`src/shared/rsm_pkg.sv`:
```
// Constants, field layouts and carrier types of the reference selector.
package rsm_pkg;

  // ==========================================================
  // Clock and timing
  localparam int unsigned CLK_HZ = 20_000_000;
  localparam int unsigned DEGLITCH_NS = 200;
  localparam int unsigned DEGLITCH_CYCLES_INT =
    (DEGLITCH_NS * (CLK_HZ / 1_000_000) + 999) / 1000;
  localparam int unsigned DEGLITCH_W = 3;
  localparam logic [DEGLITCH_W-1:0] DEGLITCH_CYCLES =
    DEGLITCH_W'(DEGLITCH_CYCLES_INT);

  // ==========================================================
  // Register map
  localparam int unsigned ADDR_W = 8;
  localparam logic [ADDR_W-1:0] ADDR_REF_CTRL = 8'h1C;
  localparam logic [ADDR_W-1:0] ADDR_MON_SEL = 8'h20;
  localparam logic [ADDR_W-1:0] ADDR_IRQ_STATUS = 8'h24;
  localparam logic [ADDR_W-1:0] ADDR_IRQ_MASK = 8'h28;
  localparam logic [ADDR_W-1:0] ADDR_STATE = 8'h2C;
  localparam logic [1:0] RESP_OKAY = 2'h0;
  localparam logic [1:0] RESP_SLVERR = 2'h2;

  // ==========================================================
  // Reference control fields
  localparam int unsigned CTL_DEGLITCH_OFF = 7;
  localparam int unsigned CTL_SEL_SECOND = 6;
  localparam int unsigned CTL_USE_PIN = 5;
  localparam int unsigned CTL_AUTO = 4;
  localparam int unsigned CTL_STAY_SECOND = 3;
  localparam int unsigned CTL_PWR_SECOND = 2;
  localparam int unsigned CTL_PWR_FIRST = 1;
  localparam int unsigned CTL_DIFF = 0;
  localparam logic [7:0] REF_CTRL_RESET = 8'h00;
  localparam logic [4:0] MON_SEL_RESET = 5'h00;

  // ==========================================================
  // Monitor selector codes with shared meaning in both halves
  localparam logic [3:0] MON_GROUND = 4'h0;
  localparam logic [3:0] MON_SEL_STATUS = 4'h5;
  localparam logic [3:0] MON_UNSEL_STATUS = 4'h6;
  localparam logic [3:0] MON_FIRST_STATUS = 4'h7;
  localparam logic [3:0] MON_SECOND_STATUS = 4'h8;
  localparam logic [3:0] MON_BOTH_VALID = 4'h9;
  localparam logic [3:0] MON_ALL_GOOD = 4'hA;
  localparam logic [3:0] MON_OSC_STATUS = 4'hB;
  localparam logic [3:0] MON_IN_USE = 4'hC;
  localparam logic [3:0] MON_LOCK = 4'hD;
  localparam logic [3:0] MON_HOLDOVER = 4'hE;
  localparam logic [3:0] MON_RESERVED = 4'hF;

  // ==========================================================
  // Interrupt status bits
  localparam int unsigned IRQ_W = 4;
  localparam int unsigned IRQ_SWITCH = 0;
  localparam int unsigned IRQ_FIRST_LOST = 1;
  localparam int unsigned IRQ_SECOND_LOST = 2;
  localparam int unsigned IRQ_LOCK_LOST = 3;
  localparam logic [IRQ_W-1:0] IRQ_RESET = 4'h0;

  // ==========================================================
  // Carriers
  typedef struct packed {
    logic ref_sel_pin;
    logic holdover;
    logic digital_lock_flag;
    logic osc_valid;
    logic second_reference_valid;
    logic first_reference_valid;
  } rsm_status_t;

  typedef struct packed {
    logic deglitch_bypass;
    logic diff_mode;
    logic second_reference_power;
    logic first_reference_power;
    logic use_second_reference;
  } rsm_pll_ctrl_t;

  typedef enum logic {
    RSM_ON_FIRST = 1'b0,
    RSM_ON_SECOND = 1'b1
  } rsm_ref_state_t;

endpackage

```
`src/core/rsm_ref_select.sv`:
```
// Reference switchover, power and monitor pin control with AXI4-Lite access.
`timescale 1ns/1ns

// Overview of operation
// - Code 10111 drives inverted first reference valid, low meaning good.
// - Code 11000 drives inverted second reference valid.
// - Code 11001 drives first valid AND second valid.
// - Code 11010 drives lock AND selected valid AND oscillator valid.
// - Code 11011 drives inverted oscillator valid.
// - Code 11100 drives low for second reference, high for first.
// - Code 11101 drives inverted lock; 11110 drives inverted holdover flag.
// - Manual register selection uses second reference when bit 6 set.
// - Bit 5 chooses register bit (clear) or select pin (set).
// - Bit 4 enables automatic switchover, powering both references.
// - Automatic mode returns to first reference; with bit 3 set, only once second fails.
// - Bits 2 and 1 power second and first; ignored in automatic.
// - Bit 0 selects single-ended (clear) or differential reference mode.
// - Top-bit-zero codes give the same functions with active-high sense.
module rsm_ref_select (
  input wire logic aclk,
  input wire logic aresetn,
  input wire logic [rsm_pkg::ADDR_W-1:0] s_axi_awaddr,
  input wire logic s_axi_awvalid,
  output logic s_axi_awready,
  input wire logic [31:0] s_axi_wdata,
  input wire logic [3:0] s_axi_wstrb,
  input wire logic s_axi_wvalid,
  output logic s_axi_wready,
  output logic [1:0] s_axi_bresp,
  output logic s_axi_bvalid,
  input wire logic s_axi_bready,
  input wire logic [rsm_pkg::ADDR_W-1:0] s_axi_araddr,
  input wire logic s_axi_arvalid,
  output logic s_axi_arready,
  output logic [31:0] s_axi_rdata,
  output logic [1:0] s_axi_rresp,
  output logic s_axi_rvalid,
  input wire logic s_axi_rready,
  input wire rsm_pkg::rsm_status_t status_in,
  output rsm_pkg::rsm_pll_ctrl_t pll_ctrl,
  output logic monitor_pin,
  output logic irq
);

  // ==========================================================
  // Input synchronisers
  rsm_pkg::rsm_status_t status_meta;
  rsm_pkg::rsm_status_t status_sync;
  rsm_pkg::rsm_status_t status_prev;

  always_ff @(posedge aclk) begin
    if (!aresetn) begin
      status_meta <= '0;
      status_sync <= '0;
      status_prev <= '0;
    end else begin
      status_meta <= status_in;
      status_sync <= status_meta;
      status_prev <= status_sync;
    end
  end

  // ==========================================================
  // Registers
  logic [7:0] ref_ctrl;
  logic [4:0] mon_sel;
  logic [rsm_pkg::IRQ_W-1:0] irq_status;
  logic [rsm_pkg::IRQ_W-1:0] irq_mask;

  // ==========================================================
  // AXI4-Lite write channel
  logic aw_full;
  logic w_full;
  logic [rsm_pkg::ADDR_W-1:0] aw_addr;
  logic [31:0] w_data;
  logic [3:0] w_strb;
  wire aw_take = s_axi_awvalid && s_axi_awready;
  wire w_take = s_axi_wvalid && s_axi_wready;
  wire wr_fire = aw_full && w_full && !s_axi_bvalid;
  wire wr_low = wr_fire && w_strb[0];
  wire wr_ctrl = aw_addr == rsm_pkg::ADDR_REF_CTRL;
  wire wr_mon = aw_addr == rsm_pkg::ADDR_MON_SEL;
  wire wr_istat = aw_addr == rsm_pkg::ADDR_IRQ_STATUS;
  wire wr_imask = aw_addr == rsm_pkg::ADDR_IRQ_MASK;
  wire wr_state = aw_addr == rsm_pkg::ADDR_STATE;
  wire wr_mapped = wr_ctrl || wr_mon || wr_istat || wr_imask || wr_state;
  wire next_aw_full = wr_fire ? 1'b0 : (aw_full || aw_take);
  wire next_w_full = wr_fire ? 1'b0 : (w_full || w_take);
  wire [rsm_pkg::IRQ_W-1:0] irq_clear =
    (wr_low && wr_istat) ? w_data[rsm_pkg::IRQ_W-1:0] : '0;

  always_ff @(posedge aclk) begin
    if (!aresetn) begin
      aw_full <= 1'b0;
      w_full <= 1'b0;
      aw_addr <= '0;
      w_data <= '0;
      w_strb <= '0;
      s_axi_awready <= 1'b1;
      s_axi_wready <= 1'b1;
      s_axi_bvalid <= 1'b0;
      s_axi_bresp <= rsm_pkg::RESP_OKAY;
    end else begin
      aw_full <= next_aw_full;
      w_full <= next_w_full;
      s_axi_awready <= !next_aw_full;
      s_axi_wready <= !next_w_full;
      if (aw_take) begin
        aw_addr <= s_axi_awaddr;
      end
      if (w_take) begin
        w_data <= s_axi_wdata;
        w_strb <= s_axi_wstrb;
      end
      if (wr_fire) begin
        s_axi_bvalid <= 1'b1;
        s_axi_bresp <= wr_mapped ? rsm_pkg::RESP_OKAY : rsm_pkg::RESP_SLVERR;
      end else if (s_axi_bready) begin
        s_axi_bvalid <= 1'b0;
      end
    end
  end

  always_ff @(posedge aclk) begin
    if (!aresetn) begin
      ref_ctrl <= rsm_pkg::REF_CTRL_RESET;
      mon_sel <= rsm_pkg::MON_SEL_RESET;
      irq_mask <= rsm_pkg::IRQ_RESET;
    end else if (wr_low) begin
      if (wr_ctrl) begin
        ref_ctrl <= w_data[7:0];
      end
      if (wr_mon) begin
        mon_sel <= w_data[4:0];
      end
      if (wr_imask) begin
        irq_mask <= w_data[rsm_pkg::IRQ_W-1:0];
      end
    end
  end

  // ==========================================================
  // Reference selection
  rsm_pkg::rsm_ref_state_t auto_state;
  rsm_pkg::rsm_ref_state_t next_auto_state;
  rsm_pkg::rsm_ref_state_t target;
  logic [rsm_pkg::DEGLITCH_W-1:0] settle_cnt;

  wire first_ok = status_sync.first_reference_valid;
  wire second_ok = status_sync.second_reference_valid;
  wire auto_mode = ref_ctrl[rsm_pkg::CTL_AUTO];
  wire diff_mode = ref_ctrl[rsm_pkg::CTL_DIFF];
  wire bypass = ref_ctrl[rsm_pkg::CTL_DEGLITCH_OFF];
  wire manual_second = ref_ctrl[rsm_pkg::CTL_USE_PIN] ?
    status_sync.ref_sel_pin : ref_ctrl[rsm_pkg::CTL_SEL_SECOND];
  wire using_second = pll_ctrl.use_second_reference;
  wire settled = settle_cnt >= rsm_pkg::DEGLITCH_CYCLES;
  wire pending = target != rsm_pkg::rsm_ref_state_t'(using_second);
  wire do_switch = pending && (bypass || settled);
  wire first_power_next = auto_mode || ref_ctrl[rsm_pkg::CTL_PWR_FIRST];
  wire second_power_next = auto_mode || ref_ctrl[rsm_pkg::CTL_PWR_SECOND];

  // A lost reference moves the loop only when the other one is good, so a
  // double failure leaves the choice alone and holdover can take over.
  always_comb begin
    next_auto_state = auto_state;
    if (!auto_mode) begin
      next_auto_state = rsm_pkg::rsm_ref_state_t'(manual_second);
    end else begin
      unique case (auto_state)
        rsm_pkg::RSM_ON_FIRST: begin
          if (!first_ok && second_ok) begin
            next_auto_state = rsm_pkg::RSM_ON_SECOND;
          end
        end
        rsm_pkg::RSM_ON_SECOND: begin
          if (first_ok && !ref_ctrl[rsm_pkg::CTL_STAY_SECOND]) begin
            next_auto_state = rsm_pkg::RSM_ON_FIRST;
          end else if (first_ok && !second_ok) begin
            next_auto_state = rsm_pkg::RSM_ON_FIRST;
          end
        end
      endcase
    end
  end

  // Differential mode has only the one reference input to offer.
  always_comb begin
    if (diff_mode) begin
      target = rsm_pkg::RSM_ON_FIRST;
    end else if (auto_mode) begin
      target = auto_state;
    end else begin
      target = rsm_pkg::rsm_ref_state_t'(manual_second);
    end
  end

  // The deglitcher waits for the request to stay put before moving the
  // multiplexer, which trades a short delay for a runt-free PLL input.
  always_ff @(posedge aclk) begin
    if (!aresetn) begin
      auto_state <= rsm_pkg::RSM_ON_FIRST;
      settle_cnt <= '0;
      pll_ctrl <= '0;
    end else begin
      auto_state <= next_auto_state;
      if (!pending || do_switch) begin
        settle_cnt <= '0;
      end else if (!settled) begin
        settle_cnt <= settle_cnt + 1'b1;
      end
      if (do_switch) begin
        pll_ctrl.use_second_reference <= target == rsm_pkg::RSM_ON_SECOND;
      end
      pll_ctrl.first_reference_power <= first_power_next;
      pll_ctrl.second_reference_power <= second_power_next;
      pll_ctrl.diff_mode <= diff_mode;
      pll_ctrl.deglitch_bypass <= bypass;
    end
  end

  // ==========================================================
  // Monitor pin
  wire sel_ok = using_second ? second_ok : first_ok;
  wire unsel_ok = using_second ? first_ok : second_ok;
  wire [3:0] mon_fn = mon_sel[3:0];
  wire mon_upper = mon_sel[4];
  logic mon_base;

  always_comb begin
    unique case (mon_fn)
      rsm_pkg::MON_SEL_STATUS: mon_base = sel_ok;
      rsm_pkg::MON_UNSEL_STATUS: mon_base = unsel_ok;
      rsm_pkg::MON_FIRST_STATUS: mon_base = first_ok;
      rsm_pkg::MON_SECOND_STATUS: mon_base = second_ok;
      rsm_pkg::MON_BOTH_VALID: mon_base = first_ok && second_ok;
      rsm_pkg::MON_ALL_GOOD: mon_base = status_sync.digital_lock_flag &&
        sel_ok && status_sync.osc_valid;
      rsm_pkg::MON_OSC_STATUS: mon_base = status_sync.osc_valid;
      rsm_pkg::MON_IN_USE: mon_base = using_second;
      rsm_pkg::MON_LOCK: mon_base = status_sync.digital_lock_flag;
      rsm_pkg::MON_HOLDOVER: mon_base = status_sync.holdover;
      default: mon_base = 1'b0;
    endcase
  end

  // Toggling clock codes cannot be routed here and read as ground. The
  // upper ground code stands for the supply and reads high.
  wire mon_invert = mon_upper && (mon_fn != rsm_pkg::MON_BOTH_VALID) &&
    (mon_fn != rsm_pkg::MON_ALL_GOOD) && (mon_fn != rsm_pkg::MON_RESERVED) &&
    ((mon_fn == rsm_pkg::MON_GROUND) || (mon_fn >= rsm_pkg::MON_SEL_STATUS));
  wire next_monitor = mon_base ^ mon_invert;

  always_ff @(posedge aclk) begin
    if (!aresetn) begin
      monitor_pin <= 1'b0;
    end else begin
      monitor_pin <= next_monitor;
    end
  end

  // ==========================================================
  // Interrupts
  logic [rsm_pkg::IRQ_W-1:0] irq_event;

  always_comb begin
    irq_event = '0;
    irq_event[rsm_pkg::IRQ_SWITCH] = do_switch;
    irq_event[rsm_pkg::IRQ_FIRST_LOST] =
      status_prev.first_reference_valid && !first_ok;
    irq_event[rsm_pkg::IRQ_SECOND_LOST] =
      status_prev.second_reference_valid && !second_ok;
    irq_event[rsm_pkg::IRQ_LOCK_LOST] =
      status_prev.digital_lock_flag && !status_sync.digital_lock_flag;
  end

  // A new event wins over a clear written in the same cycle.
  wire [rsm_pkg::IRQ_W-1:0] next_irq_status =
    (irq_status & ~irq_clear) | irq_event;

  always_ff @(posedge aclk) begin
    if (!aresetn) begin
      irq_status <= rsm_pkg::IRQ_RESET;
      irq <= 1'b0;
    end else begin
      irq_status <= next_irq_status;
      irq <= |(next_irq_status & irq_mask);
    end
  end

  // ==========================================================
  // AXI4-Lite read channel
  wire ar_take = s_axi_arvalid && s_axi_arready;
  wire [31:0] state_word = {24'h000000, 1'b0, monitor_pin,
    status_sync.holdover, status_sync.digital_lock_flag,
    status_sync.osc_valid, second_ok, first_ok, using_second};
  wire rd_ctrl = s_axi_araddr == rsm_pkg::ADDR_REF_CTRL;
  wire rd_mon = s_axi_araddr == rsm_pkg::ADDR_MON_SEL;
  wire rd_istat = s_axi_araddr == rsm_pkg::ADDR_IRQ_STATUS;
  wire rd_imask = s_axi_araddr == rsm_pkg::ADDR_IRQ_MASK;
  wire rd_state = s_axi_araddr == rsm_pkg::ADDR_STATE;
  wire rd_mapped = rd_ctrl || rd_mon || rd_istat || rd_imask || rd_state;
  wire [31:0] rd_word =
    rd_ctrl ? {24'h000000, ref_ctrl} :
    rd_mon ? {27'h0000000, mon_sel} :
    rd_istat ? {28'h0000000, irq_status} :
    rd_imask ? {28'h0000000, irq_mask} :
    rd_state ? state_word : 32'h00000000;
  wire next_rvalid = ar_take || (s_axi_rvalid && !s_axi_rready);

  always_ff @(posedge aclk) begin
    if (!aresetn) begin
      s_axi_rvalid <= 1'b0;
      s_axi_arready <= 1'b1;
      s_axi_rdata <= 32'h00000000;
      s_axi_rresp <= rsm_pkg::RESP_OKAY;
    end else begin
      s_axi_rvalid <= next_rvalid;
      s_axi_arready <= !next_rvalid;
      if (ar_take) begin
        s_axi_rdata <= rd_word;
        s_axi_rresp <= rd_mapped ? rsm_pkg::RESP_OKAY : rsm_pkg::RESP_SLVERR;
      end
    end
  end

endmodule

```
`config.mk`:
```
export PLATFORM = sky130hd
export DESIGN_NAME = rsm_ref_select
export DESIGN_NICKNAME = d
export VERILOG_FILES = /design/src/shared/rsm_pkg.sv /design/src/core/rsm_ref_select.sv
export SDC_FILE = /design/constraint.sdc
export NUM_CORES = 1
export LEC_CHECK = 0
export ABC_AREA = 1
export BUFFER_PORTS_ARGS = -buffer_cell sky130_fd_sc_hd__buf_2
export CAP_MARGIN = 20
export CORE_ASPECT_RATIO = 1.1
export CORE_MARGIN = 4
export CORE_UTILIZATION = 40
export CTS_CLUSTER_DIAMETER = 80
export DETAILED_ROUTE_END_ITERATION = 7
export PLACE_DENSITY = 0.65
export SYNTH_ARGS = -nofsm -noshare
export SYNTH_HDL_FRONTEND = slang
export SYNTH_SLANG_ARGS = --single-unit
```
`constraint.sdc`:
```
create_clock -name aclk -period 1.4 [get_ports aclk]
set_input_delay 0.28 -clock aclk [delete_from_list [all_inputs] [get_ports aclk]]
set_output_delay 0.28 -clock aclk [all_outputs]
set_load 0.02 [all_outputs]
```
==> metrics.md <==
| Metric | Value |
|---|---|
| Synthesized area per cell | `about 7.4 um2` |
| Initial DRC Count | `121` |
| Crit. End Element | `flop` |
| CTS tree | `built` |
| DP Worst Slack | `-0.146 ns` |
| Clk sink count | `81` |
| Num CTS Buffers | `9` |
| # hold bufs at CTS | `0` |
| RePlAce Congestion | `0.843` |
| Final nets | `roughly 640` |
| Largest net degree at the start of global routing | `50` |
| Top delay family on crit path | `simple AND/OR/NAND/NOR gates` |
| WS Path Type | `flop to flop` |
| P&R area growth vs syn | `24.4%` |
| Io pins | `113` |
| Total power | `around 4.5 mW` |
| Net Sw Power | `around 1.3 mW` |
| Buf+Inv Stages, Crit Path | `1` |
| RSZ-0062 raised after global routing | `yes` |
| Multiplexer share of the synthesized area | `0%` |
| Post-Synthesis Cell Area | `3570 um2` |
| Final wirelength | `8.21 mm` |
| Comb pwr share | `11.3%` |
| Slowest cell on the critical path | `dfxtp_1` |
| Final WS setup | `-0.0488 ns` |
| Post-synthesis sequential element count | `just over 80` |
| DIE AREA | `10500 um2` |
| Maximum clock insertion buffer count | `2` |
| Most common cell after layout, fill and taps aside | `nand2_1` |
| Max incr delay on CP | `0.38 ns` |
| Initial core utilization | `41.8%` |
| Total grt overflow | `0` |
| Vias in the first global route | `between 2k and 3k` |
| Int Pwr | `around 3.3 mW` |
| DR vias | `3222` |
| First-pass GRT wire length | `12.9 mm` |
| Adder-cell share of the synthesized area | `0.701%` |
| Synth Area in Simple Gates | `23.9%` |
| Sw Share | `27.8%` |
| Clk_skew | `0.0133 ns` |
| Antenna diode count | `0` |
| Final Hold Vio Count | `0` |
| Synthesis warning total | `0` |
| Gate Count Post-Synth | `484` |
| Router iterations before antenna repair | `4` |
| DIE HEIGHT | `between 100 and 150 um` |
| Crit start category | `flop` |
| Register area share after synthesis | `45.4%` |
| Sequential share of power | `between 50 and 60%` |
| Die X | `98.1 um` |
| Post-Synth XOR/XNOR Area | `0%` |
| Initial antenna violation count | `0` |
| Crit-path max FO | `4` |
| Setup violations, final | `4` |
| Outcome | `finished, violations left` |
| Synth Area in Compound Gates | `14.9%` |
| Req. time, crit path | `around 1.7 ns` |
| Clk network pwr share | `34.6%` |
| Failing checks | `setup timing` |
| Drc violations | `0` |
| Post-route setup TNS | `-0.0619 ns` |
| Synth cell types | `32` |
| Largest family of logic cells by synthesized area | `simple AND/OR/NAND/NOR gates` |
| Clk Latency, worst-skew pair | `0.36 ns` |
| Leak pwr | `2.17 nW` |
| Max Fclk | `between 600 and 700 MHz` |
| Worst path cell trace | `nand3b_4, nor2_8, buf_6, nand3_2, nand2_2, nand2_1, nand2_1, nand3_2, nor2_1, nor2_1` |
| Total track usage | `15.2%` |
| Max-slew violations | `0` |
| Max VDD drop | `0.000518 V` |
| Hpwl dp | `6.16 mm` |
| Share of cells above drive strength 1 | `26.1%` |
| Clock slew at reported path FFs | `approximately 0.09 ns` |
| Row count | `35` |
| Port buffer count | `59` |
| H-tree depth | `3` |
| Pwr per Cell Area | `just over 1000 nW/um2` |
| Fin util | `52.0%` |
| Critical path arrival | `about 1.7 ns` |
| Drt wl/cell | `11.9 um` |
| CORE AREA | `8540 um2` |
| Worst hold path class | `input port to flop` |
| Via density | `4.67` |
| Clk root buf | `clkbuf_8` |
| Period utilisation layout | `103%` |
| Post-route ant nets | `0` |
| Most frequent cells in the layout | `nand2_1, dfxtp_1, inv_1, buf_2, nor2_1` |
| Tmin final | `about 1.4 ns` |
| MaxCap Viol Count | `0` |
==> repair_timing <==
| action | CTS | global route |
|---|---|---|
| setup buffers | 0 | 7 |
| pin swaps | 0 | 12 |
| resized for setup | 2 | 39 |
| endpoints found under the setup margin | 5 | 20 |
==> synth_stat cells (all sizes together) <==
master / number / area share, %
nand2: 87 / 9.2
dfxtp: 81 / 45
inv: 74 / 7.9
nor2: 62 / 7.7
o21ai: 43 / 6.0
a21oi: 33 / 4.6
buf: 29 / 6.0
nand3: 23 / 3.2
clkbuf: 10 / 1.1
a211oi: 8 / 1.7
nand4: 8 / 1.6
nor3: 7 / 1.3
o211ai: 4 / 0.84
o31ai: 3 / 0.63
ha: 2 / 0.70
nor4: 2 / 0.35
a21boi: 1 / 0.21
a41oi: 1 / 0.25
clkinv: 1 / 0.11
conb: 1 / 0.11
nand3b: 1 / 0.56
o21bai: 1 / 0.21
o221ai: 1 / 0.25
o22ai: 1 / 0.18
==> worst paths after layout <==
check / start / end / depth (start not counted) / slack (ns)
worst max-delay path: aw_full$_SDFF_PN0_ / irq$_SDFF_PN0_ / 10 / -0.05
worst min-delay path: status_in[2] / status_meta[2]$_SDFF_PN0_ / 3 / 0.10
worst max register to register: aw_full$_SDFF_PN0_ / irq$_SDFF_PN0_ / 10 / -0.05
worst min register to register: status_meta[0]$_SDFF_PN0_ / first_ok$_SDFF_PN0_ / 2 / 0.41
==> power by group through the flow <==
stage / clock network (mW) / logic (mW) / registers (mW)
final: 1.57 / 0.512 / 2.46
after global routing: 1.71 / 0.571 / 2.47
after CTS: 1.61 / 0.490 / 2.46
after detailed placement: 0 / 0.487 / 2.51
after global placement: 0 / 0.478 / 2.51
after floorplan: 0 / 0.346 / 2.53
==> final cells by class <==
class / instances / area (um2)
Clock buffer: 11 / 141
Clock inverter: 5 / 37.5
Fill cell: 832 / 4100
Inverter: 75 / 284
Multi-Input combinational cell: 314 / 1630
Sequential cell: 81 / 1630
Tap cell: 111 / 139
Timing Repair Buffer: 93 / 574
==> worst min-delay path, stage by stage <==
cell	delay, ns
buf_2	0.07
nand2_1	0.04
inv_1	0.04
==> state kept, by name, summed over array words and instances, names as in the netlist, 4 cells and up <==
name / count
w_data: 8
mon_sel: 5
pll_ctrl: 4
irq_mask: 4
irq_status: 4
aw_addr: 8
s_axi_rdata: 8
status_meta: 6
ref_ctrl: 8
==> cell families after synthesis <==
kind of cell / Yosys count
simple gates: 190
buf+inv: 114
compound gates: 96
flops: 81
fa+ha+maj: 2
other cells: 1
==> per-stage QoR <==
stage               std cells  hold WS (ns)  instance area (um2)
floorplan                 509         0.378                 3660
global route              690         0.101                 4440
CTS                       683        0.0847                 4250
detailed placement        667         0.397                 4060
global placement          667         0.394                 4060
finish                    690         0.104                 4440
==> routing by layer <==
| layer | part of all wire, % | global-route usage (%) |
|---|---|---|
| met5 | 0 | 0 |
| met4 | 2.5 | 7.02 |
| met3 | 7.3 | 4.03 |
| met2 | 46 | 24.9 |
| met1 | 44 | 18.6 |
(Power assumes the default switching activity.)
